===== config.mk =====
export PLATFORM = sky130hd
export DESIGN_NAME = rtdc_top
export DESIGN_NICKNAME = d
export VERILOG_FILES = /design/src/logic/rtdc_pkg.sv /design/src/logic/rtdc_top.sv /design/src/logic/rtdc_field.sv
export SDC_FILE = /design/constraint.sdc
export NUM_CORES = 1
export LEC_CHECK = 0
export BUFFER_PORTS_ARGS = -buffer_cell sky130_fd_sc_hd__buf_2
export CORE_ASPECT_RATIO = 0.5
export CORE_MARGIN = 2
export CORE_UTILIZATION = 52
export DETAILED_ROUTE_END_ITERATION = 6
export PLACE_DENSITY = 0.8
export REMOVE_ABC_BUFFERS = 1
export SYNTH_ARGS = -nofsm -noshare
export SYNTH_HDL_FRONTEND = slang
export SYNTH_SLANG_ARGS = --single-unit

===== constraint.sdc =====
create_clock -name mclk_i -period 2.6 [get_ports mclk_i]
set_input_delay 0.52 -clock mclk_i [delete_from_list [all_inputs] [get_ports mclk_i]]
set_output_delay 0.52 -clock mclk_i [all_outputs]
set_load 0.1 [all_outputs]

===== src/logic/rtdc_pkg.sv =====
// Operation
// - Bits 15:12 of both limit registers ignore writes and read as zero.
// - Low-count register bits 11:6 hold the two-phase sustained limit.
// - Low-count register bits 5:0 hold the one-phase sustained limit.
// - High-count register bits 11:6 hold the four-phase sustained limit.
// - High-count register bits 5:0 hold the three-phase sustained limit.
// - One limit LSB equals 40 over current-sense gain, in amperes.
// - Limit registers answer command codes CEh and CFh on page 0 only.
package rtdc_pkg;
    // Command codes and page
    localparam logic [7:0] RTDC_CMD_LIMIT_12 = 8'hce;
    localparam logic [7:0] RTDC_CMD_LIMIT_34 = 8'hcf;
    localparam logic [7:0] RTDC_PAGE_RAIL1 = 8'h00;
    // Field layout
    localparam int RTDC_FLD_W = 6;
    localparam int RTDC_HI_LSB = 6;
    localparam int RTDC_HI_MSB = 11;
    localparam int RTDC_LO_LSB = 0;
    localparam int RTDC_LO_MSB = 5;
    localparam int RTDC_RSV_LSB = 12;
    localparam int RTDC_RSV_MSB = 15;
    localparam logic [3:0] RTDC_RSV_VAL = 4'h0;
    // Field reset value and scale numerator in A per LSB times gain
    localparam logic [5:0] RTDC_LIMIT_RST = 6'h3f;
    localparam int RTDC_LSB_NUM_A = 40;
    // Sense width and samples over limit needed to trip
    localparam int RTDC_SENSE_W = 7;
    localparam logic [2:0] RTDC_TRIP_SAMPLES = 3'h4;
    localparam logic [2:0] RTDC_CNT_ONE = 3'h1;
    // Phase count codes (active phases minus one)
    localparam logic [1:0] RTDC_PH_ONE = 2'h0;
    localparam logic [1:0] RTDC_PH_TWO = 2'h1;
    localparam logic [1:0] RTDC_PH_THREE = 2'h2;
    localparam logic [1:0] RTDC_PH_FOUR = 2'h3;
    // Detector states, Gray along clear, over, trip
    typedef enum logic [1:0] {
        RTDC_ST_CLEAR = 2'h0,
        RTDC_ST_OVER = 2'h1,
        RTDC_ST_TRIP = 2'h3
    } rtdc_state_e;
endpackage


===== src/logic/rtdc_top.sv =====
`timescale 1ns/100ps
module rtdc_top (
    // Clock, reset, enable
    input wire logic mclk_i,
    input wire logic rst_n_i,
    input wire logic ce_i,
    // Command port from the management protocol engine
    input wire logic cmd_wr_i,
    input wire logic cmd_rd_i,
    input wire logic [7:0] cmd_code_i,
    input wire logic [7:0] page_i,
    input wire logic [15:0] wdata_i,
    output logic [15:0] rdata_o,
    output logic cmd_ack_o,
    output logic cmd_nak_o,
    // Rail one current sense
    input wire logic [1:0] phases_i,
    input wire logic sense_vld_i,
    input wire logic [rtdc_pkg::RTDC_SENSE_W-1:0] sense_i,
    input wire logic fault_clr_i,
    // Detector results
    output logic [rtdc_pkg::RTDC_FLD_W-1:0] limit_active_o,
    output logic trip_o,
    output logic fault_o
);
    import rtdc_pkg::*;

    ////////////////////////////////////////////////////////////////////////////
    // Declarations
    logic [RTDC_FLD_W-1:0] fld_q [0:3];
    logic [3:0] fld_we;
    logic [RTDC_FLD_W-1:0] fld_d [0:3];
    logic [15:0] rdata_r;
    logic [15:0] rdata_nxt;
    logic ack_r;
    logic nak_r;
    logic [RTDC_FLD_W-1:0] limit_r;
    logic trip_r;
    logic fault_r;
    logic [2:0] cnt_r;
    logic [2:0] cnt_nxt;
    rtdc_state_e state_r;
    rtdc_state_e state_nxt;

    ////////////////////////////////////////////////////////////////////////////
    // Command decode
    wire page_ok = (page_i == RTDC_PAGE_RAIL1);
    wire hit_12 = page_ok && (cmd_code_i == RTDC_CMD_LIMIT_12);
    wire hit_34 = page_ok && (cmd_code_i == RTDC_CMD_LIMIT_34);
    wire hit = hit_12 || hit_34;
    wire req = cmd_wr_i || cmd_rd_i;
    wire wr_12 = ce_i && cmd_wr_i && hit_12;
    wire wr_34 = ce_i && cmd_wr_i && hit_34;

    // Write enables and data per field; top four bits are dropped here
    // reserved bits discarded
    assign fld_we = {wr_34, wr_34, wr_12, wr_12};
    assign fld_d[0] = wdata_i[RTDC_LO_MSB:RTDC_LO_LSB];
    assign fld_d[1] = wdata_i[RTDC_HI_MSB:RTDC_HI_LSB];
    assign fld_d[2] = wdata_i[RTDC_LO_MSB:RTDC_LO_LSB];
    assign fld_d[3] = wdata_i[RTDC_HI_MSB:RTDC_HI_LSB];

    ////////////////////////////////////////////////////////////////////////////
    // Limit fields
    genvar gi;
    generate
        for (gi = 0; gi < 4; gi++) begin : g_fld
            rtdc_field u_field (
                .mclk_i(mclk_i),
                .rst_n_i(rst_n_i),
                .ce_i(ce_i),
                .we_i(fld_we[gi]),
                .d_i(fld_d[gi]),
                .q_o(fld_q[gi])
            );
        end
    endgenerate

    ////////////////////////////////////////////////////////////////////////////
    // Read data and answers
    // reserved bits read zero
    wire [15:0] word_12 = {RTDC_RSV_VAL, fld_q[1], fld_q[0]};
    wire [15:0] word_34 = {RTDC_RSV_VAL, fld_q[3], fld_q[2]};
    assign rdata_nxt = hit_12 ? word_12 : (hit_34 ? word_34 : 16'h0000);

    // Answer one cycle after each request taken while ce_i is high; read data holds until next read with ce_i high
    always_ff @(posedge mclk_i or negedge rst_n_i) begin
        if (!rst_n_i) begin
            rdata_r <= 16'h0000;
            ack_r <= 1'b0;
            nak_r <= 1'b0;
        end else if (ce_i) begin
            if (cmd_rd_i) begin
                rdata_r <= rdata_nxt;
            end
            ack_r <= req && hit;
            nak_r <= req && !hit;
        end
    end

    assign rdata_o = rdata_r;
    assign cmd_ack_o = ack_r;
    assign cmd_nak_o = nak_r;

    ////////////////////////////////////////////////////////////////////////////
    // Sustained overcurrent detector
    // pick limit by phases
    wire [RTDC_FLD_W-1:0] limit_sel = fld_q[phases_i];
    wire over = sense_vld_i && (sense_i > {1'b0, limit_sel});
    wire under = sense_vld_i && !over;
    wire last = (cnt_r == RTDC_TRIP_SAMPLES - RTDC_CNT_ONE);

    // Next state and run count
    always_comb begin
        state_nxt = state_r;
        cnt_nxt = cnt_r;
        case (state_r)
            RTDC_ST_CLEAR: begin
                if (over) begin
                    state_nxt = RTDC_ST_OVER;
                    cnt_nxt = RTDC_CNT_ONE;
                end
            end
            RTDC_ST_OVER: begin
                if (under) begin
                    state_nxt = RTDC_ST_CLEAR;
                    cnt_nxt = 3'h0;
                end else if (over && last) begin
                    state_nxt = RTDC_ST_TRIP;
                    cnt_nxt = 3'h0;
                end else if (over) begin
                    cnt_nxt = cnt_r + RTDC_CNT_ONE;
                end
            end
            RTDC_ST_TRIP: begin
                if (under) begin
                    state_nxt = RTDC_ST_CLEAR;
                end
            end
            default: begin
                state_nxt = RTDC_ST_CLEAR;
                cnt_nxt = 3'h0;
            end
        endcase
    end

    wire trip_nxt = (state_r == RTDC_ST_OVER) && over && last;

    // State, trip pulse and sticky fault; a trip beats a clear
    always_ff @(posedge mclk_i or negedge rst_n_i) begin
        if (!rst_n_i) begin
            state_r <= RTDC_ST_CLEAR;
            cnt_r <= 3'h0;
            trip_r <= 1'b0;
            fault_r <= 1'b0;
            limit_r <= RTDC_LIMIT_RST;
        end else if (ce_i) begin
            state_r <= state_nxt;
            cnt_r <= cnt_nxt;
            trip_r <= trip_nxt;
            limit_r <= limit_sel;
            fault_r <= trip_nxt || (fault_r && !fault_clr_i);
        end
    end

    assign limit_active_o = limit_r;
    assign trip_o = trip_r;
    assign fault_o = fault_r;
endmodule


===== src/logic/rtdc_field.sv =====
`timescale 1ns/100ps
module rtdc_field (
    // Clock, reset, enable
    input wire logic mclk_i,
    input wire logic rst_n_i,
    input wire logic ce_i,
    // Write port
    input wire logic we_i,
    input wire logic [rtdc_pkg::RTDC_FLD_W-1:0] d_i,
    // Stored field
    output logic [rtdc_pkg::RTDC_FLD_W-1:0] q_o
);
    import rtdc_pkg::*;

    logic [RTDC_FLD_W-1:0] q_r;

    // Field storage, loads on write while enabled
    always_ff @(posedge mclk_i or negedge rst_n_i) begin
        if (!rst_n_i) begin
            q_r <= RTDC_LIMIT_RST;
        end else if (ce_i && we_i) begin
            q_r <= d_i;
        end
    end

    assign q_o = q_r;
endmodule


Word level (Yosys, flattened, before mapping)

Index checks and enable logic that the tools add are counted.
W data, S select, Z words.

Bits in registers: 55
Bits of input ports: 48
Output and inout port bits: 26
Word-level logic and storage cells: 67

Add/sub/neg operators: 1
Magnitude comparators: 2
Eq/ne operators: 9
Muxes and demuxes: 15
Bitwise gates (word level): 2
Reductions and logical operators: 26

Operator list:

| cell                  | number |
|---|---|
| $mux W12              | 2 |
| $eq A8 B8 Y1 const B  | 2 |
| $logic_and A1 B1 Y1   | 15 |
| $bmux W6 S2           | 1 |
| $mux W3               | 4 |
| $mux W6               | 2 |
| $pmux W3 S3           | 1 |
| $logic_not A8 Y1      | 1 |
| $mux W2               | 4 |
| $reduce_and A4 Y1     | 2 |
| $gt A7 B6 Y1          | 1 |
| $pmux W2 S3           | 1 |
| $ne A2 B2 Y1 const B  | 2 |
| $ne A4 B4 Y1 const B  | 1 |
| $add A3 B1 Y3 const B | 1 |
| $eq A3 B2 Y1 const B  | 1 |
| $ge A3 B3 Y1 const B  | 1 |
| $logic_not A1 Y1      | 3 |
| $logic_or A1 B1 Y1    | 3 |
| $ne A3 B3 Y1 const B  | 1 |
| $not A2 Y3            | 1 |
| $eq A2 B1 Y1 const B  | 1 |
| $eq A2 B2 Y1 const B  | 1 |
| $logic_not A2 Y1      | 1 |
| 2 further kinds       | 2 |

Longest topological paths before layout

Gate-level depths: netlist of run 1.

Word-level depth: 10
Mapped depth: 9
Mapped depth without buffers: 8

By module

Synthesis of run 1 repeated with hierarchy kept, for this count alone.

Cell total of the unflattened synthesis: 211
Area total of the unflattened synthesis: 2742.6 um2

Modules (own cells, without submodules):

| module     | instances | cells each | area each (um2) | seq. area each (um2) |
|---|---|---|---|---|
| rtdc_top   | 1         | 159        | 1706.6          | 683.2 |
| rtdc_field | 4         | 13         | 259.0           | 157.7 |

Worst setup path after synthesis of run 1

Ideal clock, no wire load.

Path kind: input to register
Start: input phases_i[0]
End: register cnt_r[1]
Setup time: 0.125 ns
Arrival time: 2.639 ns
Required time: 2.475 ns
Slack: -0.163 ns
Cell stages on the path: 9
Path buffers: 1
Cell sequence: clkbuf_1 -> mux4_2 -> inv_1 -> ha_1 -> nand4b_1 -> a21oi_1 -> o221ai_1 -> nand2_1 -> mux2_2

Cells in the longest elaborated chain, start to end: 10
Elaborated cells on any way between the ends: 15
Classes of those cells: 1 x order compare; 2 x eq/ne; 6 x mux; 1 x bitwise; 5 x reduce/logical

Ends and longest elaborated chain:

| item                                                           | line                             | RTL |
|---|---|---|
| start, declared                                                | rtdc_top.sv:17                   | `input wire logic [1:0] phases_i,` |
| $not A2 Y3 (not written as such) (*)                           | rtdc_top.sv:108                  | `wire [RTDC_FLD_W-1:0] limit_sel = fld_q[phases_i];` |
| $bmux W6 S2 (*)                                                | rtdc_top.sv:108                  |  |
| $mux W6 (not written as such) (*) (2 in series)                | rtdc_top.sv:108                  |  |
| $gt A7 B6 Y1 (*)                                               | rtdc_top.sv:109                  | `wire over = sense_vld_i && (sense_i > {1'b0, limit_sel});` |
| $logic_and A1 B1 Y1 (*)                                        | rtdc_top.sv:109                  |  |
| $logic_and A1 B1 Y1 / $logic_not A1 Y1 (equally long branches) | rtdc_top.sv:128, rtdc_top.sv:110 |  |
| $mux W3 / $logic_and A1 B1 Y1 (equally long branches)          | rtdc_top.sv:128, rtdc_top.sv:110 |  |
| $mux W3 / $ne A4 B4 Y1 (equally long branches)                 | n/a                              |  |
| $pmux W3 S3 / $reduce_and A4 Y1 (equally long branches)        | n/a                              |  |
| end signal, assigned                                           | rtdc_top.sv:159                  | `cnt_r <= cnt_nxt;` |
| end, declared                                                  | rtdc_top.sv:40                   | `logic [2:0] cnt_r;` |

Every way passes the cells marked *; elsewhere a longest branch is shown, timed or not. The select of a mux whose other input is x is not followed.
A chain may end at the register's enable or synchronous reset.

Worst setup path in the final report of run 1

Start: input phases_i[0]
End: register cnt_r[1]

Cells in the longest elaborated chain, start to end: 10
Elaborated cells on any way between the ends: 15
Classes of those cells: 1 x order compare; 2 x eq/ne; 6 x mux; 1 x bitwise; 5 x reduce/logical

Ends and longest elaborated chain:

| item                                                           | line |
|---|---|
| $not A2 Y3 (not written as such) (*)                           | rtdc_top.sv:108 |
| $bmux W6 S2 (*)                                                | rtdc_top.sv:108 |
| $mux W6 (not written as such) (*) (2 in series)                | rtdc_top.sv:108 |
| net limit_sel[0]                                               | rtdc_top.sv:108 |
| $gt A7 B6 Y1 (*)                                               | rtdc_top.sv:109 |
| $logic_and A1 B1 Y1 (*)                                        | rtdc_top.sv:109 |
| $logic_and A1 B1 Y1 / $logic_not A1 Y1 (equally long branches) | rtdc_top.sv:128, rtdc_top.sv:110 |
| $mux W3 / $logic_and A1 B1 Y1 (equally long branches)          | rtdc_top.sv:128, rtdc_top.sv:110 |
| $mux W3 / $ne A4 B4 Y1 (equally long branches)                 | n/a |
| $pmux W3 S3 / $reduce_and A4 Y1 (equally long branches)        | n/a |

Mark *: on every way through the listed nets, which the timed path passes. The rest lies on a longest branch. The select of a mux whose other input is x is not followed.

==> results of run 1 <==
-- registers in the layout, indices dropped and copies added (netlist names), 2 cells and up --
name               flops
rdata_o               12
state_r                2
limit_active_o         6
g_fld.u_field.q_o     24
cnt_r                  3
-- through the flow --
step                area [sq um]  instances  total power, mW  hold slack (ns)
finish                      3130        351             1.60            0.171
global route                3130        351             1.68            0.197
CTS                         3130        351             1.61            0.179
detailed placement          3040        343             1.12            0.462
global placement            3040        343             1.11            0.456
floorplan                   2560        201             1.01            0.224
-- layout make-up --
| class | instances | share of cell area |
|---|---|---|
| well taps | 70 | 0.0279 |
| inverters | 14 | 0.0168 |
| clock buffers | 5 | 0.0220 |
| clock inverters | 3 | 0.00918 |
| flip-flops and latches | 51 | 0.419 |
| multi-input cells | 136 | 0.380 |
| repair buffers | 72 | 0.125 |
-- cell usage after synthesis, types with 2 or more instances --
cell / instances / area, sq um
sky130_fd_sc_hd__mux2_2: 21 / 236
sky130_fd_sc_hd__inv_1: 14 / 52.6
sky130_fd_sc_hd__nand2b_1: 3 / 18.8
sky130_fd_sc_hd__a31oi_1: 2 / 12.5
sky130_fd_sc_hd__o221ai_1: 2 / 17.5
sky130_fd_sc_hd__mux2i_1: 12 / 120
sky130_fd_sc_hd__dfstp_2: 30 / 788
sky130_fd_sc_hd__o22ai_1: 3 / 18.8
sky130_fd_sc_hd__buf_4: 5 / 37.5
sky130_fd_sc_hd__clkbuf_1: 6 / 22.5
sky130_fd_sc_hd__buf_1: 2 / 7.51
sky130_fd_sc_hd__o31ai_1: 13 / 97.6
sky130_fd_sc_hd__nand4b_1: 2 / 17.5
sky130_fd_sc_hd__mux2_4: 10 / 150
sky130_fd_sc_hd__o2bb2ai_1: 2 / 17.5
sky130_fd_sc_hd__nor2_1: 8 / 30.0
sky130_fd_sc_hd__ha_1: 7 / 87.6
sky130_fd_sc_hd__a21oi_1: 5 / 25.0
sky130_fd_sc_hd__nand2_1: 20 / 75.1
sky130_fd_sc_hd__o21ai_0: 4 / 20.0
sky130_fd_sc_hd__dfrtp_1: 21 / 526
sky130_fd_sc_hd__mux4_2: 6 / 135
-- layer usage --
layer,up-vias,track usage,part of all wire
met1,948,0.248,0.44
met5,-,0,0
met2,32,0.363,0.52
met3,6,0.0333,0.025
li1,894,-,-
met4,0,0.0856,0.012
-- power groups by stage --
stage / sequential (mW) / combinational [mW] / clock (mW)
6_report: 0.852 / 0.256 / 0.490
5_1_grt: 0.858 / 0.283 / 0.534
4_1_cts: 0.852 / 0.259 / 0.503
3_5_place_dp: 0.865 / 0.258 / 0
3_3_place_gp: 0.861 / 0.245 / 0
2_1_floorplan: 0.879 / 0.132 / 0
-- kinds of logic after synthesis --
logic type / synth area share
other cells: 0.00143
mux: 0.244
simple gates: 0.0810
flops: 0.500
compound gates: 0.0896
fa+ha+maj: 0.0333
buf+inv: 0.0500
-- critical path, delay by kind of cell --
| family | cells | cell delay, ns |
|---|---|---|
| compound gates | 2 | 0.49 |
| fa+ha+maj | 1 | 0.20 |
| buf+inv | 1 | 0.22 |
| mux | 2 | 0.92 |
| simple gates | 2 | 0.29 |
-- how the worst max path moves through the flow --
stage | slack (ns) | end | startpoint | depth (start not counted)
6_report | 0.16 | cnt_r[1]$_DFFE_PN0P_ | phases_i[0] | 8
4_1_cts | 0.15 | cnt_r[1]$_DFFE_PN0P_ | phases_i[0] | 8
3_3_place_gp | -0.12 | cnt_r[1]$_DFFE_PN0P_ | phases_i[0] | 9
3_5_place_dp | -0.18 | cnt_r[1]$_DFFE_PN0P_ | phases_i[0] | 8
5_1_grt | 0.03 | cnt_r[1]$_DFFE_PN0P_ | phases_i[0] | 8
2_1_floorplan | -0.31 | g_fld[0].u_field.q_o[0]$_DFFE_PN1P_ | page_i[1] | 5
-- cell usage in the layout, fill, tap and decap left out, types with 2 or more instances in the layout --
cell and n:
sky130_fd_sc_hd__nand4b_1 2, sky130_fd_sc_hd__o21ai_0 4, sky130_fd_sc_hd__o221ai_1 2, sky130_fd_sc_hd__conb_1 4
sky130_fd_sc_hd__clkinv_4 2, sky130_fd_sc_hd__mux2_2 21, sky130_fd_sc_hd__o31ai_1 13, sky130_fd_sc_hd__a21oi_1 5
sky130_fd_sc_hd__inv_1 14, sky130_fd_sc_hd__dfstp_2 30, sky130_fd_sc_hd__mux4_2 6, sky130_fd_sc_hd__mux2i_1 12
sky130_fd_sc_hd__o22ai_1 3, sky130_fd_sc_hd__ha_1 7, sky130_fd_sc_hd__buf_4 6, sky130_fd_sc_hd__clkbuf_8 5
sky130_fd_sc_hd__a31oi_1 2, sky130_fd_sc_hd__o2bb2ai_1 2, sky130_fd_sc_hd__mux2_4 10, sky130_fd_sc_hd__nand2b_1 3
sky130_fd_sc_hd__buf_2 65, sky130_fd_sc_hd__nand2_1 20, sky130_fd_sc_hd__nor2_1 8, sky130_fd_sc_hd__dfrtp_1 21
==> impl_metrics.py, run 1 <==
metrics = {
    "finish": {
        "fillerInstances": 382,
        "antenna_cells_inserted": 0,
        "seqCellArea_sq_um": 1310,
        "multi_input_area_sq_um": 1190,
        "post_route_cells_drive_above_1_share": 0.534,
        "synthToLayoutAreaGrowth_pct": 19.3,
        "fin_util": 0.641,
        "finish.net_count": 335,
    },
    "setup_path": {
        "r2r_end": "cnt_r[1]$_DFFE_PN0P_",
        "timing.critical_path.to_type": "flop",
        "worstPathCellList": "buf_2 > mux4_2 > ha_1 > nand3b_1 > a21oi_1 > o221ai_1 > nand2_1 > mux2_2",
        "r2r_cells": 8,
        "critical_path_peak_fanout": 6,
        "reg2reg_slack_ns": 0.25,
        "cp_data_required_time_ns": 2.80,
        "critical_path_arrival_ns": 2.64,
        "critical-path-max-stage-delay_ns": 0.59,
        "regToRegStartpoint": "g_fld[1].u_field.q_o[4]$_DFFE_PN1P_",
        "worst_path_max_delay_cell": "sky130_fd_sc_hd__mux4_2",
        "critical_path.startpoint_type": "input pin",
        "worst-setup-path-type": "in -> reg",
    },
    "cts": {
        "cts-root-to-sink-buffers": 2,
        "post_cts.resized_instances": 0,
        "clock_tree_from_tritoncts": "done",
        "holdBufCountCts": 0,
        "cts.reportedPaths.clkPinSlew_ns": 0.10,
        "htree_levels": 2,
        "cts_made_buffers": 5,
        "cts_num_sinks": 51,
        "clkLatencyLatePin_ns": 0.31,
        "ctsRootBufferMaster": "sky130_fd_sc_hd__clkbuf_8",
        "post_cts_buffers": 0,
    },
    "floorplanning": {
        "num_io_pins": 74,
        "die_height_microns": 54.3,
        "core-area_sq_um": 4890,
        "chipWidth_microns": 105,
        "row_count": 18,
        "die_area_sq_um": 5670,
        "floorplan.initialDensity": 0.537,
    },
    "power": {
        "power.share.switching": 0.298,
        "combPwrFrac": 0.160,
        "share_seq_of_total_power": 0.533,
        "power_density_nw_per_um2": 510,
        "p_leak_nw": 1.50,
        "cell_internal_pwr_mw": 1.12,
        "power.ir.vdd_worst_v": 0.000280,
        "clock_power_share": 0.306,
        "p_switching_mw": 0.477,
    },
    "place": {
        "placement.setup.worst_slack_ns": -0.182,
        "finalWeightedCongestion": 0.867,
        "buffer_ports.inserted": 65,
        "place_hpwl_microns": 4010,
    },
    "timing": {
        "slew_headroom": 0.473,
        "fin_setup_tns_ns": 0,
        "grt_setup_unrepaired": "false",
        "max_slew.worst_pin.slew_ns": 0.788,
        "postLayoutSetupSlackWorst_ns": 0.158,
        "final-hold-violation-count": 0,
        "final.min_clock_period_ns": 2.44,
        "finalClockSkew_ns": 0.00475,
        "finalMaxSlewViolations": 0,
        "clock.fmax_mhz": 410,
        "setup-violations-final": 0,
        "fin_crit_sh": 0.939,
    },
    "logic_synthesis": {
        "yosys.cell_types.count": 36,
        "synthesis.area_per_instance_sq_um": 12.4,
        "area_of_the_mapped_netlist_sq_um": 2630,
        "register_bit_count_reported_by_yosys": 51,
        "synthCells": 212,
        "yosys_most_used_dff": "sky130_fd_sc_hd__dfstp_2",
        "async_reset_ff_frac": 1.00,
        "synth_enable_flop_cells": 0,
        "synth.yosys.warnings": 0,
        "proportion_of_synthesized_chip_area_in_sequential_cells": 0.500,
    },
    "job": {
        "max-cap-violations": 0,
    },
    "global_route": {
        "grt_pass1_vias": 1808,
        "grt_antenna_before_repair": 0,
        "grt_pass1_wl_microns": 8510,
        "grt_max_degree": 30,
        "grt_use_total": 0.200,
        "grt_overflow_total": 0,
    },
    "drt": {
        "routed_wire_length_per_instance_microns": 15.3,
        "number_of_vias_after_detailed_routing": 1880,
        "drt_wl_total_microns": 5380,
        "route.detailed.drc": 0,
        "postRouteAntennaNets": 0,
        "first_iter_violations": 35,
        "detailedRoute.firstPassIterationCount": 4,
        "drt-vias-per-instance": 5.36,
    },
    "status": {
        "run_status": "finished, final reports clean",
    },
    "hold_path": {
        "hold_path_class": "in -> async",
    },
}
(Power assumes the default switching activity.)
==> inputs of run 2 (changes only) <==
--- a/config.mk
+++ b/config.mk
@@ -10,7 +10,7 @@
 export CORE_MARGIN = 2
 export CORE_UTILIZATION = 52
 export DETAILED_ROUTE_END_ITERATION = 6
-export PLACE_DENSITY = 0.8
+export PLACE_DENSITY_LB_ADDON = 0.15
 export REMOVE_ABC_BUFFERS = 1
 export SYNTH_ARGS = -nofsm -noshare
 export SYNTH_HDL_FRONTEND = slang
==> impl_metrics.py, run 2 (synthesis gave the netlist of run 1 again) <==
metrics = {
    "timing": {
        "grt_setup_unrepaired": "false",
        "slew_headroom": 0.586,
        "final-hold-violation-count": 0,
        "postLayoutSetupSlackWorst_ns": 0.167,
        "fin_crit_sh": 0.936,
        "finalMaxSlewViolations": 0,
        "setup-violations-final": 0,
        "clock.fmax_mhz": 411,
        "max_slew.worst_pin.slew_ns": 0.621,
        "finalClockSkew_ns": 0.00868,
        "final.min_clock_period_ns": 2.43,
    },
    "place": {
        "placement.setup.worst_slack_ns": -0.178,
        "buffer_ports.inserted": 65,
        "finalWeightedCongestion": 0.830,
        "detailed_place.area_sq_um": 3030,
        "place_hpwl_microns": 4070,
    },
    "finish": {
        "synthToLayoutAreaGrowth_pct": 19.6,
        "post_route_cells_drive_above_1_share": 0.532,
        "stdcell_area_sq_um": 3140,
        "largest_register_ff_count": 24,
        "mostFrequentLayoutCells": "65 x sky130_fd_sc_hd__buf_2, 30 x sky130_fd_sc_hd__dfstp_2, 21 x sky130_fd_sc_hd__mux2_2, 21 x sky130_fd_sc_hd__dfrtp_1, 20 x sky130_fd_sc_hd__nand2_1",
        "antenna_cells_inserted": 0,
        "finish.net_count": 336,
        "layout.cells.most_common": "sky130_fd_sc_hd__buf_2",
    },
    "floorplanning": {
        "num_io_pins": 74,
        "floorplan.initialDensity": 0.537,
        "die_area_sq_um": 5670,
        "row_count": 18,
        "chipWidth_microns": 105,
        "core-area_sq_um": 4890,
        "die_height_microns": 54.3,
    },
    "hold_path": {
        "hold_path_class": "in -> async",
    },
    "setup_path": {
        "regToRegStartpoint": "g_fld[1].u_field.q_o[4]$_DFFE_PN1P_",
        "r2r_end": "cnt_r[1]$_DFFE_PN0P_",
        "reg2reg_slack_ns": 0.24,
        "critical_path_arrival_ns": 2.62,
        "r2r_cells": 8,
        "timing.critical_path.to_type": "flop",
        "cp_data_required_time_ns": 2.79,
        "critical_path.startpoint_type": "input pin",
        "critical_path_peak_fanout": 6,
        "worst-setup-path-type": "in -> reg",
    },
    "cts": {
        "clkLatencyLatePin_ns": 0.30,
        "cts_num_sinks": 51,
        "htree_levels": 2,
        "clock_tree_from_tritoncts": "done",
        "ctsRootBufferMaster": "sky130_fd_sc_hd__clkbuf_8",
        "post_cts_buffers": 0,
        "cts.reportedPaths.clkPinSlew_ns": 0.10,
        "holdBufCountCts": 0,
        "post_cts.resized_instances": 0,
        "cts-root-to-sink-buffers": 2,
        "cts_made_buffers": 5,
    },
    "drt": {
        "detailedRoute.firstPassIterationCount": 4,
        "postRouteAntennaNets": 0,
        "drt_wl_total_microns": 5520,
        "routed_wire_length_per_instance_microns": 15.7,
        "first_iter_violations": 74,
        "route.detailed.drc": 0,
        "number_of_vias_after_detailed_routing": 1843,
        "drt-vias-per-instance": 5.24,
    },
    "global_route": {
        "grt_use_total": 0.204,
        "grt_antenna_before_repair": 0,
        "grt_pass1_vias": 1821,
        "grt_pass1_wl_microns": 8690,
        "grt_overflow_total": 0,
        "grt_max_degree": 28,
    },
    "status": {
        "run_status": "finished, final reports clean",
    },
    "power": {
        "power.ir.vdd_worst_v": 0.000261,
        "power_density_nw_per_um2": 527,
        "p_leak_nw": 1.50,
        "total_design_power_mw": 1.66,
    },
    "job": {
        "max-cap-violations": 0,
    },
}
[run 2: per-stage QoR]
| stage | utilization | hold slack [ns] | instances | setup TNS [ns] |
|---|---|---|---|---|
| final | 0.643 | 0.227 | 352 | 0 |
| after global placement | 0.620 | 0.454 | 344 | -0.250 |
| after CTS | 0.643 | 0.241 | 352 | 0 |
| after global routing | 0.643 | 0.266 | 352 | 0 |
| after floorplan | - | 0.224 | 201 | -3.68 |
| after detailed placement | 0.620 | 0.461 | 344 | -0.451 |
[run 2: power breakdown]
| group | total, mW | switching [mW] | internal (mW) | leakage (nW) |
|---|---|---|---|---|
| Clock | 0.550 | 0.263 | 0.288 | 0.0514 |
| Sequential | 0.852 | 0.0307 | 0.822 | 0.592 |
| Combinational | 0.254 | 0.156 | 0.0981 | 0.859 |
[run 2: worst max path at each step]
stage                     start                             endpoint  slack [ns]  depth (start not counted)
global placement    phases_i[0]                 cnt_r[1]$_DFFE_PN0P_       -0.12                          9
floorplan             page_i[1]  g_fld[0].u_field.q_o[0]$_DFFE_PN1P_       -0.31                          5
global route        phases_i[0]                 cnt_r[1]$_DFFE_PN0P_       0.005                          9
detailed placement  phases_i[0]                 cnt_r[1]$_DFFE_PN0P_       -0.18                          9
finish              phases_i[0]                 cnt_r[1]$_DFFE_PN0P_        0.17                          9
CTS                 phases_i[0]                 cnt_r[1]$_DFFE_PN0P_        0.15                          9
[run 2: cell type report]
class,count,area [sq um]
multi-input combinational,136,1190
clock inverter,2,37.5
inverter,14,52.6
timing repair buffer,73,385
tap,70,87.6
clock buffer,6,72.6
sequential,51,1310
fill,408,1750
[run 2: routing by layer]
metal | vias up | GRT usage | part of all wire
met5 | - | 0 | 0
met2 | 57 | 0.357 | 0.47
met4 | 0 | 0.0473 | 0.0056
met3 | 4 | 0.0476 | 0.058
li1 | 894 | - | -
met1 | 888 | 0.267 | 0.47
[run 2: worst max-delay path, cell delays in order]
cell	delay, ns
sky130_fd_sc_hd__buf_2	0.22
sky130_fd_sc_hd__mux4_2	0.58
sky130_fd_sc_hd__inv_1	0.08
sky130_fd_sc_hd__ha_1	0.13
sky130_fd_sc_hd__nand4b_1	0.13
sky130_fd_sc_hd__a21oi_1	0.27
sky130_fd_sc_hd__o221ai_1	0.21
sky130_fd_sc_hd__nand2_1	0.13
sky130_fd_sc_hd__mux2_2	0.34
==> inputs of run 3 (changes only) <==
--- a/config.mk
+++ b/config.mk
@@ -11,6 +11,7 @@
 export CORE_UTILIZATION = 52
 export DETAILED_ROUTE_END_ITERATION = 6
 export PLACE_DENSITY_LB_ADDON = 0.15
+export RECOVER_POWER = 25
 export REMOVE_ABC_BUFFERS = 1
 export SYNTH_ARGS = -nofsm -noshare
 export SYNTH_HDL_FRONTEND = slang
==> impl_metrics.py, run 3 (synthesis gave the netlist of run 1 again) <==
metrics = {
    "drt": {
        "first_iter_violations": 74,
        "drt-vias-per-instance": 5.23,
        "detailedRoute.firstPassIterationCount": 4,
        "postRouteAntennaNets": 0,
        "route.detailed.drc": 0,
        "number_of_vias_after_detailed_routing": 1842,
        "drt_wl_total_microns": 5520,
        "routed_wire_length_per_instance_microns": 15.7,
    },
    "finish": {
        "seqCellArea_sq_um": 1310,
        "finish.net_count": 336,
        "post_layout_nonfiller_instances": 352,
        "layout.cells.most_common": "sky130_fd_sc_hd__buf_2",
        "largest_register_ff_count": 24,
        "mostFrequentLayoutCells": "64 x sky130_fd_sc_hd__buf_2, 30 x sky130_fd_sc_hd__dfstp_2, 21 x sky130_fd_sc_hd__mux2_2, 21 x sky130_fd_sc_hd__dfrtp_1, 20 x sky130_fd_sc_hd__nand2_1",
        "synthToLayoutAreaGrowth_pct": 19.4,
        "fillerInstances": 408,
        "fin_util": 0.642,
        "post_route_cells_drive_above_1_share": 0.525,
        "antenna_cells_inserted": 0,
        "multi_input_area_sq_um": 1190,
    },
    "floorplanning": {
        "row_count": 18,
        "num_io_pins": 74,
        "chipWidth_microns": 105,
        "floorplan.initialDensity": 0.537,
        "die_height_microns": 54.3,
        "die_area_sq_um": 5670,
        "core-area_sq_um": 4890,
    },
    "cts": {
        "htree_levels": 2,
        "clock_tree_from_tritoncts": "done",
        "cts.reportedPaths.clkPinSlew_ns": 0.10,
        "clkLatencyLatePin_ns": 0.30,
        "cts-root-to-sink-buffers": 2,
        "cts_num_sinks": 51,
        "cts_made_buffers": 5,
        "post_cts.resized_instances": 0,
        "post_cts_buffers": 0,
        "ctsRootBufferMaster": "sky130_fd_sc_hd__clkbuf_8",
        "holdBufCountCts": 0,
    },
    "timing": {
        "postLayoutSetupSlackWorst_ns": 0.168,
        "finalMaxSlewViolations": 0,
        "slew_headroom": 0.0117,
        "setup-violations-final": 0,
        "max_slew.worst_pin.slew_ns": 1.48,
        "final-hold-violation-count": 0,
        "clock.fmax_mhz": 411,
        "fin_crit_sh": 0.935,
        "final.min_clock_period_ns": 2.43,
        "finalClockSkew_ns": 0.00880,
        "grt_setup_unrepaired": "false",
        "hold-worst-slack_ns": 0.453,
    },
    "global_route": {
        "grt_pass1_vias": 1821,
        "grt_antenna_before_repair": 0,
        "grt_max_degree": 28,
        "grt_pass1_wl_microns": 8690,
        "grt_use_total": 0.204,
        "grt_overflow_total": 0,
    },
    "place": {
        "place_hpwl_microns": 4070,
        "finalWeightedCongestion": 0.830,
        "placed_cells_incl_taps": 344,
        "placement.setup.worst_slack_ns": -0.178,
        "buffer_ports.inserted": 65,
    },
    "setup_path": {
        "critical-path-top-cell-by-count": "sky130_fd_sc_hd__a21oi_1",
        "critical_path.startpoint_type": "input pin",
        "worst_path_dominant_cell_family": "multiplexers",
        "worst_path_max_delay_cell": "sky130_fd_sc_hd__mux4_2",
        "r2r_cells": 8,
        "cp_num_cells": 9,
        "critical-path-max-stage-delay_ns": 0.59,
        "worstPathBufferInverterCount": 2,
        "critical_path_arrival_ns": 2.62,
        "worstPathCellList": "buf_2 > mux4_2 > inv_1 > ha_1 > a21oi_1 > a21oi_1 > o2bb2ai_1 > nor3b_1 > mux2_2",
        "worst-setup-path-type": "in -> reg",
        "cp_data_required_time_ns": 2.79,
        "timing.critical_path.to_type": "flop",
        "critical_path_peak_fanout": 6,
    },
    "hold_path": {
        "hold_path_class": "in -> reg",
        "holdPathStages": 2,
    },
    "power": {
        "p_leak_nw": 1.50,
        "cell_internal_pwr_mw": 1.21,
        "p_switching_mw": 0.449,
        "share_seq_of_total_power": 0.515,
        "power.share.switching": 0.271,
        "clock_power_share": 0.332,
        "combPwrFrac": 0.153,
        "power_density_nw_per_um2": 528,
        "total_design_power_mw": 1.66,
        "power.ir.vdd_worst_v": 0.000261,
    },
    "status": {
        "run_status": "finished, final reports clean",
    },
    "job": {
        "max-cap-violations": 0,
    },
}
[run 3: changes by cell type in the layout (fill, tap and decap cells not counted), sizes merged]
cell | previous run | this run
buf | 73 | 71
clkbuf | 6 | 8
[run 3: worst paths after layout]
check / from / endpoint / slack, ns
worst max-delay path: phases_i[0] / cnt_r[1]$_DFFE_PN0P_ / 0.17
worst min-delay path: wdata_i[11] / g_fld[3].u_field.q_o[5]$_DFFE_PN1P_ / 0.45
worst max register to register: g_fld[1].u_field.q_o[4]$_DFFE_PN1P_ / cnt_r[1]$_DFFE_PN0P_ / 0.24
worst min register to register: rdata_o[1]$_DFFE_PN0P_ / rdata_o[1]$_DFFE_PN0P_ / 0.48
max in group asynchronous: rst_n_i / state_r[0]$_DFFE_PN0P_ / 0.75
min in group asynchronous: rst_n_i / rdata_o[3]$_DFFE_PN0P_ / 0.56
[run 3: final cells by class]
type                            instances  area share
Multi-Input combinational cell        136       0.380
Inverter                               14      0.0168
Timing Repair Buffer                   73       0.121
Sequential cell                        51       0.419
Tap cell                               70      0.0279
Clock inverter                          2      0.0120
Clock buffer                            6      0.0231
[run 3: power groups by stage]
stage | Sequential [mW] | Combinational, mW | Clock (mW)
2_1_floorplan | 0.879 | 0.132 | 0
3_3_place_gp | 0.862 | 0.248 | 0
3_5_place_dp | 0.865 | 0.256 | 0
4_1_cts | 0.851 | 0.258 | 0.566
5_1_grt | 0.856 | 0.280 | 0.597
6_report | 0.852 | 0.253 | 0.550
[run 3: per-layer routing]
metal / GRT usage / up-vias / wire [microns]
met5: 0 / - / 0
met2: 0.357 / 59 / 2570
met1: 0.267 / 883 / 2590
met4: 0.0473 / 0 / 31
li1: - / 896 / -
met3: 0.0476 / 4 / 314
[run 3: worst register-to-register path, delay by kind of cell, from the launching register on]
family / cells / cell delay, ns
muxes: 2 / 0.62
DFF: 1 / 0.55
AOI/OAI and AO/OA: 2 / 0.48
adders and majority gates: 1 / 0.28
and+or+nand+nor: 2 / 0.26
buffers and inverters: 1 / 0.05
[run 3: stage by stage]
step,setup TNS (ns),cell area (sq um)
floorplan,-3.68,2560
global placement,-0.250,3030
detailed placement,-0.451,3030
CTS,0,3140
global route,0,3140
finish,0,3140
